[config.mk]
export PLATFORM = sky130hd
export DESIGN_NAME = tmac_top
export DESIGN_NICKNAME = d
export VERILOG_FILES = /design/src/tmac_pkg.sv /design/src/tmac_slice_decode.sv /design/src/tmac_strobe_decode.sv /design/src/tmac_top.sv
export SDC_FILE = /design/constraint.sdc
export NUM_CORES = 1
export LEC_CHECK = 0
export BUFFER_PORTS_ARGS = -buffer_cell sky130_fd_sc_hd__buf_2
export CAP_MARGIN = 15
export CORE_MARGIN = 5
export CORE_UTILIZATION = 51
export CTS_CLUSTER_DIAMETER = 60
export DETAILED_ROUTE_END_ITERATION = 7
export GPL_TIMING_DRIVEN = 0
export PLACE_DENSITY = 0.77
export SYNTH_ARGS = -nofsm -noshare
export SYNTH_HDL_FRONTEND = slang
export SYNTH_HIERARCHICAL = 1
export SYNTH_SLANG_ARGS = --single-unit
[constraint.sdc]
create_clock -name sys_clk -period 3.5 [get_ports sys_clk]
set_input_delay 0.525 -clock sys_clk [delete_from_list [all_inputs] [get_ports sys_clk]]
set_output_delay 0.525 -clock sys_clk [all_outputs]
set_load 0.005 [all_outputs]
[src/tmac_pkg.sv]
// constants and types for the test-mode access control block
package tmac_pkg;
  localparam int ADDR_W = 12;
  localparam int DATA_W = 8;
  // address map
  localparam logic [11:0] TEST_SPACE_BIT_MASK = 12'h800;
  localparam int TEST_SPACE_BIT = 11;
  localparam logic [11:0] ADDR_MASTER_TEST = 12'h800;
  localparam logic [11:0] ADDR_PIN_TEST_BYTE = 12'h801;
  localparam logic [11:0] PP_LO_BASE_1 = 12'h820;
  localparam logic [11:0] PP_HI_BASE_1 = 12'h8A0;
  localparam logic [11:0] PP_SLICE_STEP = 12'h020;
  localparam logic [11:0] PP_REG_COUNT = 12'h003;
  localparam logic [11:0] POH_BASE_1 = 12'h900;
  localparam logic [11:0] POH_SLICE_STEP = 12'h100;
  localparam logic [11:0] POH_REG_COUNT = 12'h010;
  localparam logic [11:0] TB_BASE_1 = 12'hC00;
  localparam logic [11:0] TB_SLICE_STEP = 12'h040;
  localparam logic [11:0] TB_REG_COUNT = 12'h004;
  // master test register fields
  localparam int MT_FLOAT_OUTPUTS = 0;
  localparam int MT_FLOAT_DATA = 1;
  localparam int MT_PIN_TEST = 2;
  localparam int MT_ALT_DECODE = 3;
  localparam int MT_FACTORY = 4;
  localparam int MT_SSEL_LO = 6;
  localparam int MT_SSEL_HI = 7;
  localparam logic [7:0] MT_RESET = 8'h00;
  localparam logic [7:0] MT_READ_MASK = 8'h05;
  localparam logic [1:0] SSEL_DIRECT = 2'h0;
  localparam logic [7:0] UNMAPPED_READ = 8'h00;
  localparam logic [7:0] BYTE_ZERO = 8'h00;

  // target kinds of the sub-block decoder
  typedef enum logic [1:0] {
    TMAC_TGT_NONE = 2'h0,
    TMAC_TGT_PP = 2'h1,
    TMAC_TGT_POH = 2'h3,
    TMAC_TGT_TB = 2'h2
  } tmac_tgt_t;

  // bus cycle sequencer states, gray along idle-active-hold
  typedef enum logic [1:0] {
    TMAC_BUS_IDLE = 2'h0,
    TMAC_BUS_ACTIVE = 2'h1,
    TMAC_BUS_HOLD = 2'h3
  } tmac_bus_state_t;
endpackage

[src/tmac_slice_decode.sv]
// sub-block and slice decoder for the test register space
`timescale 1ns/1ps
module tmac_slice_decode
  import tmac_pkg::*;
(
  // access
  input wire logic [11:0] addr,
  input wire logic factory_test_enable,
  input wire logic [1:0] ssel,
  // decode result
  output tmac_pkg::tmac_tgt_t tgt,
  output logic [1:0] slice,
  output logic [3:0] reg_index
);
  logic [11:0] off;

  function automatic logic in_range(input logic [11:0] a, input logic [11:0] base,
                                    input logic [11:0] cnt);
    in_range = (a >= base) && (a < 12'(base + cnt));
  endfunction

  always_comb
  begin
    tgt = TMAC_TGT_NONE;
    slice = 2'h0;
    reg_index = 4'h0;
    off = 12'h000;
    if (factory_test_enable && ssel != SSEL_DIRECT)
    begin
      // slice-one range picks the block kind, ssel picks the slice
      slice = ssel;
      if (in_range(addr, PP_LO_BASE_1, PP_REG_COUNT))
      begin
        tgt = TMAC_TGT_PP;
        reg_index = 4'(addr - PP_LO_BASE_1) << 1;
      end
      else if (in_range(addr, PP_HI_BASE_1, PP_REG_COUNT))
      begin
        tgt = TMAC_TGT_PP;
        reg_index = 4'((addr - PP_HI_BASE_1) << 1) | 4'h1;
      end
      else if (in_range(addr, POH_BASE_1, POH_REG_COUNT))
      begin
        tgt = TMAC_TGT_POH;
        reg_index = 4'(addr - POH_BASE_1);
      end
      else if (in_range(addr, TB_BASE_1, TB_REG_COUNT))
      begin
        tgt = TMAC_TGT_TB;
        reg_index = 4'(addr - TB_BASE_1);
      end
    end
    else
    begin
      // full address selects directly
      for (int s = 0; s < 3; s++)
      begin
        off = 12'(s) * PP_SLICE_STEP;
        if (in_range(addr, 12'(PP_LO_BASE_1 + off), PP_REG_COUNT))
        begin
          tgt = TMAC_TGT_PP;
          slice = 2'(s + 1);
          reg_index = 4'(addr - 12'(PP_LO_BASE_1 + off)) << 1;
        end
        if (in_range(addr, 12'(PP_HI_BASE_1 + off), PP_REG_COUNT))
        begin
          tgt = TMAC_TGT_PP;
          slice = 2'(s + 1);
          reg_index = 4'((addr - 12'(PP_HI_BASE_1 + off)) << 1) | 4'h1;
        end
        off = 12'(s) * POH_SLICE_STEP;
        if (in_range(addr, 12'(POH_BASE_1 + off), POH_REG_COUNT))
        begin
          tgt = TMAC_TGT_POH;
          slice = 2'(s + 1);
          reg_index = 4'(addr - 12'(POH_BASE_1 + off));
        end
        off = 12'(s) * TB_SLICE_STEP;
        // C84H upward stays unmatched
        if (in_range(addr, 12'(TB_BASE_1 + off), TB_REG_COUNT))
        begin
          tgt = TMAC_TGT_TB;
          slice = 2'(s + 1);
          reg_index = 4'(addr - 12'(TB_BASE_1 + off));
        end
      end
    end
  end
endmodule

[src/tmac_strobe_decode.sv]
// bus strobe decode for both bus modes
`timescale 1ns/1ps
module tmac_strobe_decode
(
  // pins
  input wire logic chip_select_low,
  input wire logic read_or_enable_input,
  input wire logic write_or_direction_input,
  input wire logic bus_mode_select,
  input wire logic alt_bus_decode_test,
  // decoded
  output logic rd_act,
  output logic wr_act,
  output logic board_float
);
  logic cs;

  always_comb
  begin
    cs = !chip_select_low;
    // all three low in separate-strobe mode floats the pins
    board_float = bus_mode_select && !chip_select_low && !read_or_enable_input
                  && !write_or_direction_input;
    if (bus_mode_select)
    begin
      rd_act = cs && !read_or_enable_input && write_or_direction_input;
      wr_act = cs && !write_or_direction_input && read_or_enable_input;
    end
    else
    begin
      // enable/direction decode; test bit lets it run without chip select
      rd_act = (cs || alt_bus_decode_test) && read_or_enable_input
               && write_or_direction_input;
      wr_act = (cs || alt_bus_decode_test) && read_or_enable_input
               && !write_or_direction_input;
    end
  end
endmodule

[src/tmac_top.sv]
// test-mode access control: master test register, pin test and sub-block steering
// Function
// - CS, read and write strobes low with bus mode high float all pins.
// - Address bit 11 high selects test space, low selects normal space.
// - Payload slices decode test regs 0/2/4 at low base, 1/3/5 at high base.
// - Overhead slices expose sixteen test registers at 900H, A00H, B00H.
// - Trace buffer slices expose four registers at C00H, C40H, C80H.
// - Unused test bits ignore writes; their reads may be either level.
// - Writable test bits need no reset unless stated.
// - Reset clears master test register except factory test enable.
// - Output float bit tri-states all outputs but data bus; bus works.
// - Data float bit also tri-states the data bus.
// - Pin test holds sub-blocks in test mode; test writes drive outputs.
// - Alternate decode test exercises enable/direction decode when bus mode low.
// - Factory test bit makes port the vector port, ORed with pin test.
// - Factory test bit clears only when chip select goes high.
// - Factory test with slice select zero decodes full address directly.
// - Slice select 1,2,3 steers slice-one range accesses to that slice.
// - Slice select clears whenever chip select is high.
// - Pin test lets host read inputs and force outputs.
// - Pin test write to 801H forces the parallel output byte.
// - Pin test read of 801H returns the parallel input byte.

`timescale 1ns/1ps
module tmac_top
  import tmac_pkg::*;
(
  // clock and reset
  input wire logic sys_clk,
  input wire logic rst,
  // host parallel port
  input wire logic chip_select_low,
  input wire logic read_or_enable_input,
  input wire logic write_or_direction_input,
  input wire logic bus_mode_select,
  input wire logic [11:0] addr,
  input wire logic [7:0] data_in,
  output logic [7:0] data_out,
  output logic data_oe,
  // pins sensed and forced in pin test
  input wire logic [7:0] sensed_input_byte,
  output logic [7:0] forced_output_byte,
  output logic outputs_oe,
  // normal register space
  output logic normal_sel,
  output logic normal_wr,
  output logic normal_rd,
  input wire logic [7:0] normal_rdata,
  output logic [7:0] func_data_out,
  input wire logic [7:0] func_data_in,
  // sub-block test access
  output logic internal_sub_block_test,
  output logic factory_mode,
  output tmac_pkg::tmac_tgt_t sub_tgt,
  output logic [1:0] sub_slice,
  output logic [3:0] sub_index,
  output logic sub_wr,
  output logic sub_rd,
  output logic [7:0] sub_wdata,
  input wire logic [7:0] sub_rdata
);
  import tmac_pkg::*;

  typedef struct packed {
    // access sequencer
    tmac_bus_state_t st;

    // master test bits
    logic [1:0] ssel;
    logic factory_test_enable;
    logic alt_bus_decode_test;
    logic pin_test_enable;
    logic float_data_bus;
    logic float_outputs;

    // pin test byte, left unreset
    logic [7:0] pin_byte;

    // host data bus
    logic [7:0] data_out;
    logic data_oe;

    // pin drivers
    logic [7:0] forced_output_byte;
    logic outputs_oe;

    // normal register space
    logic normal_sel;
    logic normal_wr;
    logic normal_rd;
    logic [7:0] func_data_out;

    // sub-block test access
    logic sub_test;
    logic factory_mode;
    tmac_tgt_t sub_tgt;
    logic [1:0] sub_slice;
    logic [3:0] sub_index;
    logic sub_wr;
    logic sub_rd;
    logic [7:0] sub_wdata;
  } tmac_state_t;

  tmac_state_t state_ff;
  tmac_state_t nxt_state;
  // strobe decode results
  logic rd_act;
  logic wr_act;
  logic board_float;

  // sub-block decode results
  tmac_tgt_t dec_tgt;
  logic [1:0] dec_slice;
  logic [3:0] dec_index;

  // read path
  logic test_space;
  logic [7:0] rd_byte;

  // both bus modes end in one read and one write strobe
  tmac_strobe_decode u_strobe
  (
    .chip_select_low(chip_select_low),
    .read_or_enable_input(read_or_enable_input),
    .write_or_direction_input(write_or_direction_input),
    .bus_mode_select(bus_mode_select),
    .alt_bus_decode_test(state_ff.alt_bus_decode_test),
    .rd_act(rd_act),
    .wr_act(wr_act),
    .board_float(board_float)
  );

  // decodes every cycle; the sequencer picks when to use it
  tmac_slice_decode u_slice
  (
    .addr(addr),
    .factory_test_enable(state_ff.factory_test_enable),
    .ssel(state_ff.ssel),
    .tgt(dec_tgt),
    .slice(dec_slice),
    .reg_index(dec_index)
  );

  // exact match against one test register
  function automatic logic is_addr(input logic [11:0] a, input logic [11:0] ref_a);
    is_addr = (a == ref_a);
  endfunction

  always_comb
  begin
    nxt_state = state_ff;
    // bit 11 splits normal and test space
    test_space = addr[TEST_SPACE_BIT];
    // undecoded test space reads give zero
    rd_byte = UNMAPPED_READ;
    // access strobes are one-cycle pulses
    nxt_state.normal_wr = 1'b0;
    nxt_state.normal_rd = 1'b0;
    nxt_state.sub_wr = 1'b0;
    nxt_state.sub_rd = 1'b0;

    // one access per strobe assertion: act on entry, wait for release
    unique case (state_ff.st)
      TMAC_BUS_IDLE:
      begin
        if (rd_act || wr_act)
          nxt_state.st = TMAC_BUS_ACTIVE;
      end
      TMAC_BUS_ACTIVE:
      begin
        nxt_state.st = TMAC_BUS_HOLD;
      end
      TMAC_BUS_HOLD:
      begin
        if (!rd_act && !wr_act)
          nxt_state.st = TMAC_BUS_IDLE;
      end
      // code 2 is unused; recover to idle
      default:
      begin
        nxt_state.st = TMAC_BUS_IDLE;
      end
    endcase

    // writes are taken once, on entry to the access
    if (state_ff.st == TMAC_BUS_IDLE && wr_act)
    begin
      if (!test_space)
      begin
        nxt_state.normal_sel = 1'b1;
        nxt_state.normal_wr = 1'b1;
        nxt_state.func_data_out = data_in;
      end
      else if (is_addr(addr, ADDR_MASTER_TEST))
      begin
        // bit 5 is unused, so it is never stored
        nxt_state.float_outputs = data_in[MT_FLOAT_OUTPUTS];
        nxt_state.float_data_bus = data_in[MT_FLOAT_DATA];
        nxt_state.pin_test_enable = data_in[MT_PIN_TEST];
        nxt_state.alt_bus_decode_test = data_in[MT_ALT_DECODE];
        // a write can set but never clear factory
        nxt_state.factory_test_enable = state_ff.factory_test_enable
                                        | data_in[MT_FACTORY];
        nxt_state.ssel = data_in[MT_SSEL_HI:MT_SSEL_LO];
      end
      else if (is_addr(addr, ADDR_PIN_TEST_BYTE) && state_ff.pin_test_enable)
      begin
        // refused outside pin test; old byte kept
        nxt_state.pin_byte = data_in;
      end
      else if (dec_tgt != TMAC_TGT_NONE)
      begin
        // test mode 0 writes reach the sub-block outputs
        nxt_state.sub_wr = 1'b1;
        nxt_state.sub_wdata = data_in;
      end
    end

    // read pulses only; the byte comes from the live mux
    if (state_ff.st == TMAC_BUS_IDLE && rd_act)
    begin
      if (!test_space)
      begin
        nxt_state.normal_sel = 1'b1;
        nxt_state.normal_rd = 1'b1;
      end
      else if (dec_tgt != TMAC_TGT_NONE)
        nxt_state.sub_rd = 1'b1;
    end

    // normal select drops once the strobes are gone
    if (state_ff.st == TMAC_BUS_IDLE && !rd_act && !wr_act)
      nxt_state.normal_sel = 1'b0;

    // target stays latched until another decoded address
    if (dec_tgt != TMAC_TGT_NONE && state_ff.st == TMAC_BUS_IDLE)
    begin
      nxt_state.sub_tgt = dec_tgt;
      nxt_state.sub_slice = dec_slice;
      nxt_state.sub_index = dec_index;
    end

    // read data mux, sampled live while the read strobe is held
    if (!test_space)
      rd_byte = normal_rdata;
    // only the two read/write master bits show
    else if (is_addr(addr, ADDR_MASTER_TEST))
      rd_byte = {4'h0, state_ff.float_data_bus, state_ff.pin_test_enable,
                 1'b0, state_ff.float_outputs} & MT_READ_MASK;
    else if (is_addr(addr, ADDR_PIN_TEST_BYTE) && state_ff.pin_test_enable)
      rd_byte = sensed_input_byte;
    else if (dec_tgt != TMAC_TGT_NONE)
      rd_byte = sub_rdata;
    // zero between reads so no stale byte leaks out
    nxt_state.data_out = rd_act ? rd_byte : BYTE_ZERO;

    // data bus floats for board test or the data float bit
    nxt_state.data_oe = rd_act && !board_float && !state_ff.float_data_bus;
    // outputs float on board test or the output float bit; bus keeps running
    nxt_state.outputs_oe = !board_float && !state_ff.float_outputs;
    // pin test forces the parallel output byte
    nxt_state.forced_output_byte = state_ff.pin_test_enable ? state_ff.pin_byte
                                   : func_data_in;
    // factory test counts as pin test for the sub-blocks
    nxt_state.sub_test = state_ff.pin_test_enable | state_ff.factory_test_enable;
    nxt_state.factory_mode = state_ff.factory_test_enable;

    // chip select high clears factory test and slice select
    // placed after the write decode so the clear wins a tie
    if (chip_select_low)
    begin
      nxt_state.factory_test_enable = 1'b0;
      nxt_state.ssel = SSEL_DIRECT;
    end

    if (rst)
    begin
      // pin_byte stays unreset on purpose; it is only written in pin
      // factory test is left to chip select
      nxt_state.st = TMAC_BUS_IDLE;
      nxt_state.float_outputs = MT_RESET[MT_FLOAT_OUTPUTS];
      nxt_state.float_data_bus = MT_RESET[MT_FLOAT_DATA];
      nxt_state.pin_test_enable = MT_RESET[MT_PIN_TEST];
      nxt_state.alt_bus_decode_test = MT_RESET[MT_ALT_DECODE];
      nxt_state.ssel = MT_RESET[MT_SSEL_HI:MT_SSEL_LO];
      nxt_state.data_out = BYTE_ZERO;
      nxt_state.data_oe = 1'b0;
      nxt_state.forced_output_byte = BYTE_ZERO;
      nxt_state.outputs_oe = 1'b0;
      nxt_state.normal_sel = 1'b0;
      nxt_state.normal_wr = 1'b0;
      nxt_state.normal_rd = 1'b0;
      nxt_state.func_data_out = BYTE_ZERO;
      nxt_state.sub_test = 1'b0;
      nxt_state.factory_mode = 1'b0;
      nxt_state.sub_tgt = TMAC_TGT_NONE;
      nxt_state.sub_slice = 2'h0;
      nxt_state.sub_index = 4'h0;
      nxt_state.sub_wr = 1'b0;
      nxt_state.sub_rd = 1'b0;
      nxt_state.sub_wdata = BYTE_ZERO;
    end
  end

  // one register stage; reset arrives through nxt_state
  always_ff @(posedge sys_clk)
  begin
    state_ff <= nxt_state;
  end

  // host data bus
  assign data_out = state_ff.data_out;
  assign data_oe = state_ff.data_oe;

  // pin drivers
  assign forced_output_byte = state_ff.forced_output_byte;
  assign outputs_oe = state_ff.outputs_oe;

  // normal register space
  assign normal_sel = state_ff.normal_sel;
  assign normal_wr = state_ff.normal_wr;
  assign normal_rd = state_ff.normal_rd;
  assign func_data_out = state_ff.func_data_out;

  // sub-block test access
  assign internal_sub_block_test = state_ff.sub_test;
  assign factory_mode = state_ff.factory_mode;
  assign sub_tgt = state_ff.sub_tgt;
  assign sub_slice = state_ff.sub_slice;
  assign sub_index = state_ff.sub_index;
  assign sub_wr = state_ff.sub_wr;
  assign sub_rd = state_ff.sub_rd;
  assign sub_wdata = state_ff.sub_wdata;
endmodule
Yosys cells after proc, flatten, opt, wreduce, memory -nomap -nowiden
Index checks and enable logic that the tools add are counted.
{"block": "word_totals", "regBits": 66, "in_bits": 58, "output_inout_bits": 49, "elab_cells": 193}
{"block": "classes", "n_addsub": 12, "magnitude_cmp": 24, "n_eq_ne": 6, "muxes": 61, "bitwise_logic": 8, "reduce_logical": 58}
{"cell": "12-bit >= comparator, second input constant", "n": 12}
{"cell": "12-bit < comparator, second input constant", "n": 12}
{"cell": "4-bit two-way mux", "n": 17}
{"cell": "2-bit two-way mux", "n": 28}
{"cell": "8-bit two-way mux", "n": 5}
{"cell": "1-bit logical AND", "n": 33}
{"cell": "12-bit equality test, second input constant", "n": 2}
{"cell": "4-bit by 1-bit subtractor with 4-bit output, second input constant", "n": 6}
{"cell": "3-bit by 1-bit subtractor with 3-bit output, second input constant", "n": 6}
{"cell": "1-bit two-way mux", "n": 10}
{"cell": "2-bit OR reduction", "n": 5}
{"cell": "1-bit zero test", "n": 8}
{"cell": "1-bit inverter", "n": 6}
{"cell": "2-bit one-hot mux with 3 select lines", "n": 1}
{"cell": "5-bit AND reduction", "n": 1}
{"cell": "5-bit OR reduction", "n": 1}
{"cell": "2-bit inequality test, second input constant", "n": 2}
{"cell": "2-bit AND reduction", "n": 2}
{"cell": "4-bit AND reduction", "n": 1}
{"cell": "2-bit nonzero test", "n": 2}
{"cell": "3-bit AND reduction", "n": 1}
{"cell": "3-bit OR reduction", "n": 1}
{"cell": "2-bit by 1-bit equality test with 1-bit output, second input constant", "n": 1}
{"cell": "2-bit equality test, second input constant", "n": 1}
{"cell": "3 further kinds", "n": 5}

Longest topological paths before layout
Gate-level depths: netlist (run 1).
{"block": "depth", "word_depth": 20, "mapped_depth": 8, "depth_no_buf": 8}

Cells and area by module
The synthesis (run 1) kept the hierarchy.
{"module": "tmac_top", "instances": 1, "cells_each": 306, "area_each_um2": 2872.8, "seq_area_each_um2": 1401.3}
{"module": "tmac_slice_decode", "instances": 1, "cells_each": 52, "area_each_um2": 386.6, "seq_area_each_um2": 0.0}
{"module": "tmac_strobe_decode", "instances": 1, "cells_each": 8, "area_each_um2": 60.1, "seq_area_each_um2": 0.0}

Worst setup path after synthesis (run 1)
No wires, ideal clock.
{"block": "synth_timing", "kind": "input to register", "startpoint": "input addr[4]", "endpoint": "register state_ff (netlist bit sub_wdata[4])", "setup_time_ns": 0.072, "arrival_time_ns": 2.549, "required_time_ns": 3.428, "path_slack_ns": 0.879, "cell_stages": 8, "n_path_buf": 0, "cell_sequence": "or3_1 nor3_4 a21boi_0 o221ai_1 nor2_1 nor3_2 o2111a_2 mux2i_1"}
{"block": "synth_between", "elab_chain_cells": 17, "word_cells_on_any_way": 60, "classes_between": "order compare: 24; eq/ne: 2; mux: 17; bitwise: 2; reduce/logical: 15"}
{"element": "start, declared", "line": "tmac_top.sv:36", "text": "input wire logic [11:0] addr,"}
{"element": "12-bit >= comparator or 12-bit < comparator (tied branches)", "line": "tmac_slice_decode.sv:19", "text": "in_range = (a >= base) && (a < 12'(base + cnt));"}
{"element": "1-bit logical AND", "line": "tmac_slice_decode.sv:19"}
{"element": "1-bit two-way mux", "line": "tmac_slice_decode.sv:59", "text": "if (in_range(addr, 12'(PP_LO_BASE_1 + off), PP_REG_COUNT))"}
{"element": "1-bit two-way mux", "line": "tmac_slice_decode.sv:65", "text": "if (in_range(addr, 12'(PP_HI_BASE_1 + off), PP_REG_COUNT))"}
{"element": "2-bit two-way mux", "line": "tmac_slice_decode.sv:72", "text": "if (in_range(addr, 12'(POH_BASE_1 + off), POH_REG_COUNT))"}
{"element": "2-bit two-way mux", "line": "tmac_slice_decode.sv:80", "text": "if (in_range(addr, 12'(TB_BASE_1 + off), TB_REG_COUNT))"}
{"element": "2-bit two-way mux", "line": "tmac_slice_decode.sv:59"}
{"element": "2-bit two-way mux", "line": "tmac_slice_decode.sv:65"}
{"element": "(+2 left out)"}
{"element": "2-bit two-way mux", "line": "tmac_slice_decode.sv:59"}
{"element": "2-bit two-way mux", "line": "tmac_slice_decode.sv:65"}
{"element": "2-bit two-way mux", "line": "tmac_slice_decode.sv:72"}
{"element": "2-bit two-way mux", "line": "tmac_slice_decode.sv:80"}
{"element": "2-bit two-way mux *", "line": "tmac_slice_decode.sv:28", "text": "if (factory_test_enable && ssel != SSEL_DIRECT)"}
{"element": "via dec_tgt[0]", "line": "tmac_top.sv:112", "text": "tmac_tgt_t dec_tgt;"}
{"element": "2-bit nonzero test *", "line": "tmac_top.sv:211", "text": "else if (dec_tgt != TMAC_TGT_NONE)"}
{"element": "5-bit AND reduction (no line) *"}
{"element": "end signal, assigned", "line": "tmac_top.sv:308", "text": "state_ff <= nxt_state;"}
{"element": "end, declared", "line": "tmac_top.sv:104", "text": "tmac_state_t state_ff;"}
Mark *: on every way through the listed nets, which the timed path passes. The rest lies on a longest branch.
A chain may end at the register's enable or synchronous reset.

Worst setup path after layout (run 1)
{"block": "layout_timing", "startpoint": "input addr[0]", "endpoint": "register state_ff (netlist bit sub_wdata[6])"}
Same word-level chain as after synthesis.

==> summary.md, run 1 <==
| Metric | Value |
|---|---|
| Data arrival, critical path | 3.26 ns |
| Detailed Route Iter0 Violations | 139 |
| Crit-path max FO | 10 |
| Data required time at the worst endpoint | 3.78 ns |
| Net count after synthesis | 424 |
| Max Transition Viols Final | 0 |
| IO Port Bufs | 105 |
| Number of failing hold endpoints at the final stage | 0 |
| Clock latency reported for the late side of the worst-skew pair | 0.34 ns |
| Post-CTS resize count | 0 |
| Type of origin of the critical path | input pin |
| Maximum number of pins on one net before global-route repair | 12 |
| Number of clock sinks seen by CTS | 66 |
| Post-route fraction of the period consumed by the critical path | 85.2% |
| Aggregate routed wire length | 8330 µm |
| Die width | 90.7 µm |
| Number of diodes | 0 |
| Clock buffer count from CTS | 9 |
| Footprint of the multi-input gates | 1550 µm² |
| Fin nets | 540 |
| Power Density | 374 nW/µm² |
| Path depth of the worst reg2reg path | 6 |
| Worst min path class | input pin to register |
| HPWL Detailed | 6130 µm |
| Worst Clk Skew | 0.00688 ns |
| Fill cell instance count of the final layout | 539 |
| Most used flip-flop cell after synthesis | dfxtp_1 |
| Hold buffer count at cts | 0 |
| Number of antenna violations at the first check in global routing | 0 |
| Capture point of the worst reg-to-reg path | sub_wdata[6] |
| Headroom to the max-slew limit | 48.5% |
| Fraction of post-synthesis cell area in the top cell type by area | 35.0% |
| Number of buffers between clock root and the deepest sink | 2 |
| Average instance area after synthesis | 9.07 µm² |
| DRC Markers | 0 |
| Reported leakage power | 1.86 nW |
| Clock tree from TritonCTS | built |
| Layout cell share with drive strength beyond 1 | 37.0% |
| Count of mapped cells out of synthesis | 366 |
| Placeable core region | 6350 µm² |
| Cell area after synthesis | 3320 µm² |
| Total via count in the routed design | 2,929 |
| Ports | 107 |
| Startpoint of the worst register-to-register path | state_ff[63] |
| Number of nets still failing antenna checks after routing | 0 |
| Register bit total from synthesis | 66 |
| Combined global-route utilization of all metal layers | 20.2% |
| Final weighted congestion in routability-driven placement | 0.856 |
| DRT Pass-1 Iters | 4 |
| Number of global-route vias before repair | 2,819 |
| Clock root buffer | clkbuf_8 |
| YS warnings | 6 |
| Routed length per instance | 14.8 µm |
| Number of synthesized flops with an enable pin | 8 |
| Start-to-end type of the worst setup path | input pin to register |
| Shortest period the worst path allows | 2.98 ns |
| Global-route wire length before repair | 13,600 µm |
| Flop-to-flop setup slack | 1.03 ns |
| Post-route cell area | 4130 µm² |
| Unrepaired setup endpoints after global routing | no |
| Top cell type by total area after synthesis | dfxtp_1 |
| Crit path capture type | register |
| FFs w/ async S/R, synth | 0% |
| Sum of negative setup slack | 0 ns |
| Top area cells in the synthesized netlist | dfxtp_1, buf_4, mux2i_1 |
| CTS clock-pin slew for the worst setup and hold paths | 0.07 ns |
| Area overhead of the layout relative to synthesis | 24.3% |
| Setup repair bufs after CTS | 0 |
| Count of different cell masters after synthesis | 61 |
| Vertical die dimension | 90.7 µm |
| Maximum clock frequency | 336 MHz |
| Sequential cell area | 1400 µm² |
| Count of endpoints failing setup in the final report | 0 |
| Sink of the worst hold path | data_out[4] |
| Die area | 8220 µm² |
| Count of cells along the worst hold path | 3 |
| Slew at the pin closest to its max-slew limit | 0.770 ns |
| Core Rows | 29 |
| Maximum level of the CTS H-tree | 3 |
| Effective utilization at floorplan | 52.3% |
| Sequential cell area fraction in the yosys report | 42.2% |
| GR Overflow Total | 0 |
| Hold_sp | normal_rdata[4] |
| Placement-stage cell area | 3940 µm² |
| Post-DR vias/cell | 5.19 |
| Outcome | finished clean |
| Number of max-cap violations | 0 |
| Peak supply drop | 0.000282 V |
-- metal layers --
layer | global-route usage, % | share of wire [%] | wire, µm | up-vias
li1 | - | - | - | 1466
met1 | 25.8 | 43 | 3610 | 1339
met2 | 32.6 | 47 | 3950 | 108
met3 | 4.83 | 7.6 | 633 | 16
met4 | 8.56 | 1.6 | 132 | 0
met5 | 0 | 0 | 0 | -
-- cell families (layout without fill, tap and decap cells) --
logic type                Yosys count  in the layout  synth area share (%)
AOI/OAI and AO/OA                  62             62                  13.5
xor gates and xnor gates            2              2                 0.528
buffers and inverters              55            176                  11.0
DFF                                66             66                  42.2
muxes                              26             26                  7.84
and+or+nand+nor                   155            155                  25.0
-- metrics by stage --
stage | std cells | power [mW] | setup WS [ns] | hold WS (ns) | util, %
6_report | 564 | 1.54 | 0.519 | 0.380 | 65.0
2_1_floorplan | 366 | 0.871 | 0.879 | 0.398 | -
3_5_place_dp | 548 | 0.947 | 0.206 | 0.440 | 62.1
3_3_place_gp | 548 | 0.944 | 0.244 | 0.423 | 62.1
4_1_cts | 564 | 1.55 | 0.543 | 0.376 | 65.0
5_1_grt | 564 | 1.59 | 0.265 | 0.400 | 65.0
-- cell usage in the layout (no fill, tap or decap), types with 8 or more instances in the layout --
cell	n
buf_2	106
dfxtp_1	58
nand2_1	54
buf_4	40
nor2_1	26
mux2i_1	26
a21oi_1	23
nand2b_1	19
nor2b_1	13
clkbuf_1	11
nand3_1	9
o21ai_0	9
clkbuf_8	9
edfxtp_1	8
-- worst max-delay path, cell delays in order --
cell and delay [ns]:
buf_2 0.17, a211o_1 0.34, nor3_4 0.30, nand2_1 0.14
o221ai_1 0.29, nor2_1 0.26, nor3_2 0.60, o2111a_2 0.42
mux2i_1 0.20
-- cell type report --
| class | count | share of cell area (%) |
|---|---|---|
| Buffer | 54 | 8.76 |
| Clock buffer | 11 | 3.18 |
| Clock inverter | 5 | 1.33 |
| Inverter | 1 | 0.0909 |
| Multi-Input combinational cell | 245 | 37.6 |
| Sequential cell | 66 | 33.9 |
| Tap cell | 77 | 2.33 |
| Timing Repair Buffer | 105 | 12.7 |
-- worst max path at each step --
stage	from	endpoint	slack, ns
CTS	addr[0]	sub_wdata[6]	0.54
floorplan	addr[4]	sub_wdata[4]	0.88
detailed placement	addr[0]	sub_wdata[7]	0.21
finish	addr[0]	sub_wdata[6]	0.52
global route	addr[4]	sub_wdata[6]	0.26
global placement	addr[0]	sub_wdata[6]	0.24
-- Yosys cell counts (2+ instances only) --
cell	count
dfxtp_1	58
nand2_1	54
buf_4	40
mux2i_1	26
nor2_1	26
a21oi_1	23
nand2b_1	19
nor2b_1	13
clkbuf_1	9
nand3_1	9
o21ai_0	9
edfxtp_1	8
o21ai_1	5
a31oi_1	3
buf_1	3
nand4_1	3
nor3_1	3
nor4_1	3
o2111ai_1	3
a211oi_1	2
and3_1	2
nor3b_1	2
o311ai_0	2
or3b_1	2
or4_1	2
or4_4	2
-- where the power goes --
part / internal (mW) / leakage (nW) / switching, mW
Combinational: 0.0662 / 1.23 / 0.0820
Sequential: 0.777 / 0.543 / 0.00548
Clock: 0.327 / 0.0893 / 0.286
-- state kept, by name (all words and copies together), names as in the netlist, 2 cells and up --
signal              flops
func_data_out           8
sub_wdata               8
data_out                8
forced_output_byte      8
sub_index               4
state_ff               17
sub_tgt                 2
sub_slice               2
Note: power is estimated with default switching activity, not from simulation.
==> inputs of run 2 (changes only) <==
Settings changed: CORE_UTILIZATION 51 to 40, PLACE_DENSITY 0.77 to 0.62.
==> run 2 against run 1 <==
Die area is 24% higher. First-iteration DRC count shrank 1.4%. Critical path depth stayed put. Register-to-register slack got worse by 0.02 ns. Fmax rose by 0.81%. Clock skew increased by 0.0044 ns. Combinational power about the same. Sequential cell count stayed put. Sequential share of layout area down 0.55 points. Core utilization fell by 13 points.
==> summary.md, run 2 (synthesis gave the netlist of run 1 again) <==
| Metric | Value |
|---|---|
| Internal Pwr Total | 1.25 mW |
| Total via count in the routed design | 2,924 |
| Part of the power in combinational logic | 9.2% |
| Unrepaired setup endpoints after global routing | no |
| Die width | 101 µm |
| Combined global-route utilization of all metal layers | 17.4% |
| Register with the most flip-flops | state_ff |
| Met3 GRT Util | 3.74% |
| Core Rows | 33 |
| Area overhead of the layout relative to synthesis | 26.4% |
| Number of antenna violations at the first check in global routing | 0 |
| Count of endpoints failing setup in the final report | 0 |
| Post-DR vias/cell | 4.94 |
| Number of global-route vias before repair | 2,857 |
| Largest stage delay, worst path | 0.57 ns |
| Relative contribution of sequential cells to total power | 48.0% |
| Sink of the worst hold path | data_out[5] |
| Effective utilization at floorplan | 40.8% |
| Data required time at the worst endpoint | 3.77 ns |
| Number of diodes | 0 |
| Sequence of cells on the critical path | buf_2, a211o_1, nor3_4, a21boi_0, o221ai_1, nor2_1, nor3_2, o2111a_2, mux2i_1 |
| CTS clock-pin slew for the worst setup and hold paths | 0.08 ns |
| Type of origin of the critical path | input pin |
| Number of max-cap violations | 0 |
| Count of cells along the worst hold path | 3 |
| Setup repair bufs after CTS | 0 |
| Max reg flops | 17 |
| Maximum clock frequency | 338 MHz |
| Clock latency reported for the late side of the worst-skew pair | 0.34 ns |
| Crit-path max FO | 10 |
| Data arrival, critical path | 3.23 ns |
| Hold_sp | normal_rdata[5] |
| Hold buffer count at cts | 0 |
| Crit path capture type | register |
| Clock buffer count from CTS | 9 |
| Commonest non-fill, non-tap cell in the layout | buf_2 |
| Met2 GRT Util | 27.8% |
| Path depth of the worst reg2reg path | 6 |
| Maximum level of the CTS H-tree | 3 |
| Sequential cell area | 1400 µm² |
| Clock tree from TritonCTS | built |
| Post-layout total power | 1.63 mW |
| Headroom to the max-slew limit | 48.9% |
| Detailed Route Iter0 Violations | 137 |
| Vertical die dimension | 101 µm |
| HPWL Detailed | 6490 µm |
| Clock root buffer | clkbuf_8 |
| Fin nets | 540 |
| Placeable core region | 8130 µm² |
| Number of clock sinks seen by CTS | 66 |
| Power Density | 389 nW/µm² |
| Worst Clk Skew | 0.0113 ns |
| Startpoint of the worst register-to-register path | state_ff[63] |
| Slew at the pin closest to its max-slew limit | 0.763 ns |
| DRT Pass-1 Iters | 4 |
| Number of buffers between clock root and the deepest sink | 2 |
| Layer with the highest usage after global routing | met2 |
| Final weighted congestion in routability-driven placement | 0.822 |
| Global routing met1 resource utilization | 23.4% |
| Switch share | 23.6% |
| Fill cell instance count of the final layout | 787 |
| Post-route fraction of the period consumed by the critical path | 84.5% |
| IO Port Bufs | 105 |
| Reported leakage power | 1.87 nW |
| Ports | 107 |
| Capture point of the worst reg-to-reg path | sub_wdata[7] |
| Post-CTS resize count | 0 |
| Layout cell share with drive strength beyond 1 | 37.2% |
| Number of failing hold endpoints at the final stage | 0 |
| Outcome | finished clean |
| DRC Markers | 0 |
| Number of nets still failing antenna checks after routing | 0 |
| Cell with the biggest individual delay on the critical path | nor3_2 |
| Routed length per instance | 14.5 µm |
| Shortest period the worst path allows | 2.96 ns |
| Aggregate routed wire length | 8570 µm |
| Part of the total power dissipated in the clock network | 42.8% |
| Sw Pwr | 0.385 mW |
| Highest-count cells in the layout ignoring fill and taps | buf_2, dfxtp_1, nand2_1 |
| Core occupancy in the finished layout | 51.6% |
| Sum of negative setup slack | 0 ns |
| Start-to-end type of the worst setup path | input pin to register |
| Peak supply drop | 0.000220 V |
| Global-route wire length before repair | 14,100 µm |
| Flop-to-flop setup slack | 1.01 ns |
| Worst min path class | input pin to register |
| Max Transition Viols Final | 0 |
| Die area | 10,200 µm² |
| Maximum number of pins on one net before global-route repair | 13 |
| Footprint of the multi-input gates | 1550 µm² |
| GR Overflow Total | 0 |
-- run 2: cell count changes in the layout (fill, tap and decap cells not counted) --
cell,change
clkinv_4,+1
clkinv_2,-2
bufinv_16,+1
clkinvlp_4,+1
clkbuf_1,-1
-- run 2: final cells by class --
| type | count | share of cell area (%) |
|---|---|---|
| buffer | 54 | 8.62 |
| clock buffer | 10 | 3.04 |
| clock inverter | 6 | 2.18 |
| inverter | 1 | 0.0895 |
| multi-input combinational | 245 | 37.0 |
| sequential | 66 | 33.4 |
| tap | 105 | 3.13 |
| timing repair buffer | 105 | 12.5 |
-- run 2: metrics by stage --
step | hold WS [ns] | instances | cell area (µm²) | setup WS, ns
2_1_floorplan | 0.398 | 366 | 3320 | 0.879
3_3_place_gp | 0.427 | 576 | 3980 | 0.118
3_5_place_dp | 0.429 | 576 | 3980 | 0.139
4_1_cts | 0.379 | 592 | 4200 | 0.499
5_1_grt | 0.390 | 592 | 4200 | 0.242
6_report | 0.389 | 592 | 4200 | 0.543
-- run 2: worst max path at each step --
stage                       start            to  slack (ns)  cells past startpoint
after floorplan           addr[4]  sub_wdata[4]        0.88                      8
after global placement    addr[0]  sub_wdata[7]        0.12                      9
final                     addr[0]  sub_wdata[7]        0.54                      9
after detailed placement  addr[0]  sub_wdata[5]        0.14                      9
after CTS                 addr[0]  sub_wdata[5]        0.50                      9
after global routing      addr[0]  sub_wdata[7]        0.24                      9
-- run 2: routing by layer --
| layer | share of wire, % | vias up |
|---|---|---|
| met3 | 7.8 | 10 |
| met4 | 1.3 | 0 |
| met5 | 0 | - |
| met2 | 46 | 109 |
| met1 | 44 | 1334 |
| li1 | - | 1471 |
-- run 2: critical path: cells and delay by family --
kind	cells	cell delay [ns]
AO/OA/AOI/OAI	4	1.20
buffers and inverters	1	0.17
multiplexers	1	0.20
AND/OR/NAND/NOR	3	1.14
-- run 2: power groups by stage --
stage / Combinational, mW / Sequential, mW / Clock [mW]
global placement: 0.148 / 0.800 / 0
global route: 0.167 / 0.784 / 0.749
detailed placement: 0.150 / 0.800 / 0
CTS: 0.151 / 0.783 / 0.710
finish: 0.150 / 0.783 / 0.698
floorplan: 0.0716 / 0.799 / 0
==> inputs of run 3 (changes only) <==
Clock period 3.5 ns to 2.9 ns, I/O delays scaled along.
==> run 3 against run 2 <==
Routed wire length shrank 0.14%. Via count is 0.21% higher. Highest routed layer unchanged. Final area up 0.51%. Non-clock buffer count increased by 2. Die area did not move. Hold slack worse by 0.090 ns. Core utilization grew 0.26 points. Cell count increased by 0.34%. Sequential cell count unchanged.
==> summary.md, run 3 (synthesis gave the netlist of run 1 again) <==
| Metric | Value |
|---|---|
| Vertical die dimension | 101 µm |
| Clock root buffer | clkbuf_8 |
| WHS | 0.298 ns |
| Number of failing hold endpoints at the final stage | 0 |
| Core Rows | 33 |
| Clock latency reported for the late side of the worst-skew pair | 0.34 ns |
| Routed length per instance | 14.4 µm |
| Type of origin of the critical path | input pin |
| Headroom to the max-slew limit | 43.2% |
| Count of endpoints failing setup in the final report | 0 |
| Highest-count cells in the layout ignoring fill and taps | buf_2, dfxtp_1, nand2_1 |
| Worst min path class | input pin to register |
| Fin nets | 542 |
| Maximum clock frequency | 387 MHz |
| Effective utilization at floorplan | 40.8% |
| CP delay by family, top | compound AO/OA/AOI/OAI gates |
| Setup WS post-layout | 0.315 ns |
| Hold buffer count at cts | 0 |
| Data arrival, critical path | 2.81 ns |
| Outcome | finished clean |
| Maximum number of pins on one net before global-route repair | 13 |
| Number of global-route vias before repair | 2,857 |
| Post-route fraction of the period consumed by the critical path | 89.1% |
| Number of diodes | 0 |
| Number of buffers between clock root and the deepest sink | 2 |
| Maximum level of the CTS H-tree | 3 |
| Worst Clk Skew | 0.0113 ns |
| Post-DR vias/cell | 4.93 |
| Max reg flops | 17 |
| CP bufs+invs | 2 |
| Global-route wire length before repair | 14,100 µm |
| Clock buffer count from CTS | 9 |
| Largest stage delay, worst path | 0.35 ns |
| Number of nets still failing antenna checks after routing | 0 |
| DRC Markers | 0 |
| Data required time at the worst endpoint | 3.12 ns |
| Layout cell share with drive strength beyond 1 | 37.4% |
| GR Overflow Total | 0 |
| Post-route cell area | 4220 µm² |
| Total via count in the routed design | 2,930 |
| Max Transition Viols Final | 0 |
| HPWL Detailed | 6490 µm |
| Aggregate routed wire length | 8560 µm |
| Cell with the most instances on the worst path | nor3_4 |
| IO Port Bufs | 105 |
| Unrepaired setup endpoints after global routing | no |
| CTS clock-pin slew for the worst setup and hold paths | 0.08 ns |
| Power Density | 467 nW/µm² |
| Number of max-cap violations | 0 |
| Crit path capture type | register |
| DRT Pass-1 Iters | 4 |
| Final weighted congestion in routability-driven placement | 0.822 |
| Ports | 107 |
| Peak supply drop | 0.000266 V |
| Worst slack after detailed placement | -0.371 ns |
| Commonest non-fill, non-tap cell in the layout | buf_2 |
| Detailed Route Iter0 Violations | 129 |
| Die area | 10,200 µm² |
| Number of clock sinks seen by CTS | 66 |
| Combined global-route utilization of all metal layers | 17.4% |
| Die width | 101 µm |
| Area overhead of the layout relative to synthesis | 27.0% |
| Reported leakage power | 1.87 nW |
| Fill cell instance count of the final layout | 783 |
| Start-to-end type of the worst setup path | input pin to register |
| Sequence of cells on the critical path | buf_2, a211o_1, nor3_4, a21boi_0, o221ai_1, nor2_1, nor3_4, buf_4, o2111ai_4, mux2i_1 |
| Register with the most flip-flops | state_ff |
| Clock tree from TritonCTS | built |
| Number of antenna violations at the first check in global routing | 0 |
| Crit-path max FO | 10 |
| Slew at the pin closest to its max-slew limit | 0.849 ns |
| Placeable core region | 8130 µm² |
| Post-layout total power | 1.97 mW |
| Cell with the biggest individual delay on the critical path | a211o_1 |
| Placement-stage cell area | 3980 µm² |
| Core occupancy in the finished layout | 51.8% |
| Shortest period the worst path allows | 2.59 ns |
run 3: worst min-delay path, cell delays in order:
cell and delay, ns:
buf_2 0.07, nand2_1 0.03, o21ai_0 0.05
run 3: repair_timing:
item                       4_1_cts  5_1_grt
setup buffers                    0        2
resized for setup                1        0
pin swaps                        0        1
setup endpoints to repair        4        4
run 3: layer usage:
| layer | part of all wire, % | up-vias | GRT usage [%] |
|---|---|---|---|
| met3 | 7.6 | 10 | 3.74 |
| met2 | 46 | 110 | 27.8 |
| li1 | - | 1475 | - |
| met1 | 45 | 1335 | 23.4 |
| met4 | 1.3 | 0 | 5.52 |
| met5 | 0 | - | 0 |
run 3: where the power goes:
| group | internal, mW | switching [mW] |
|---|---|---|
| Clock | 0.485 | 0.356 |
| Combinational | 0.0809 | 0.101 |
| Sequential | 0.938 | 0.00711 |
| Total | 1.50 | 0.465 |
run 3: final timing paths:
| kind | from | end | slack [ns] | cells past startpoint |
|---|---|---|---|---|
| hold reg to reg | state_ff[58] | data_oe | 0.44 | 1 |
| hold / removal | normal_rdata[5] | data_out[5] | 0.30 | 3 |
| setup / recovery | addr[0] | sub_wdata[3] | 0.31 | 10 |
| setup reg to reg | state_ff[61] | sub_wdata[3] | 0.52 | 7 |
run 3: metrics by stage:
stage          cells  setup TNS (ns)
3_3_place_gp     576           -3.26
4_1_cts          592               0
5_1_grt          594               0
2_1_floorplan    366               0
6_report         594               0
3_5_place_dp     576           -2.90
run 3: layout make-up:
cell class                 count  area [µm²]  area share, %
inverter                       1        3.75         0.0890
timing repair buffer         107         541           12.8
clock buffer                  10         128           3.03
sequential                    66        1400           33.2
clock inverter                 6        91.3           2.17
buffer                        54         362           8.58
tap                          105         131           3.12
multi-input combinational    245        1560           37.0
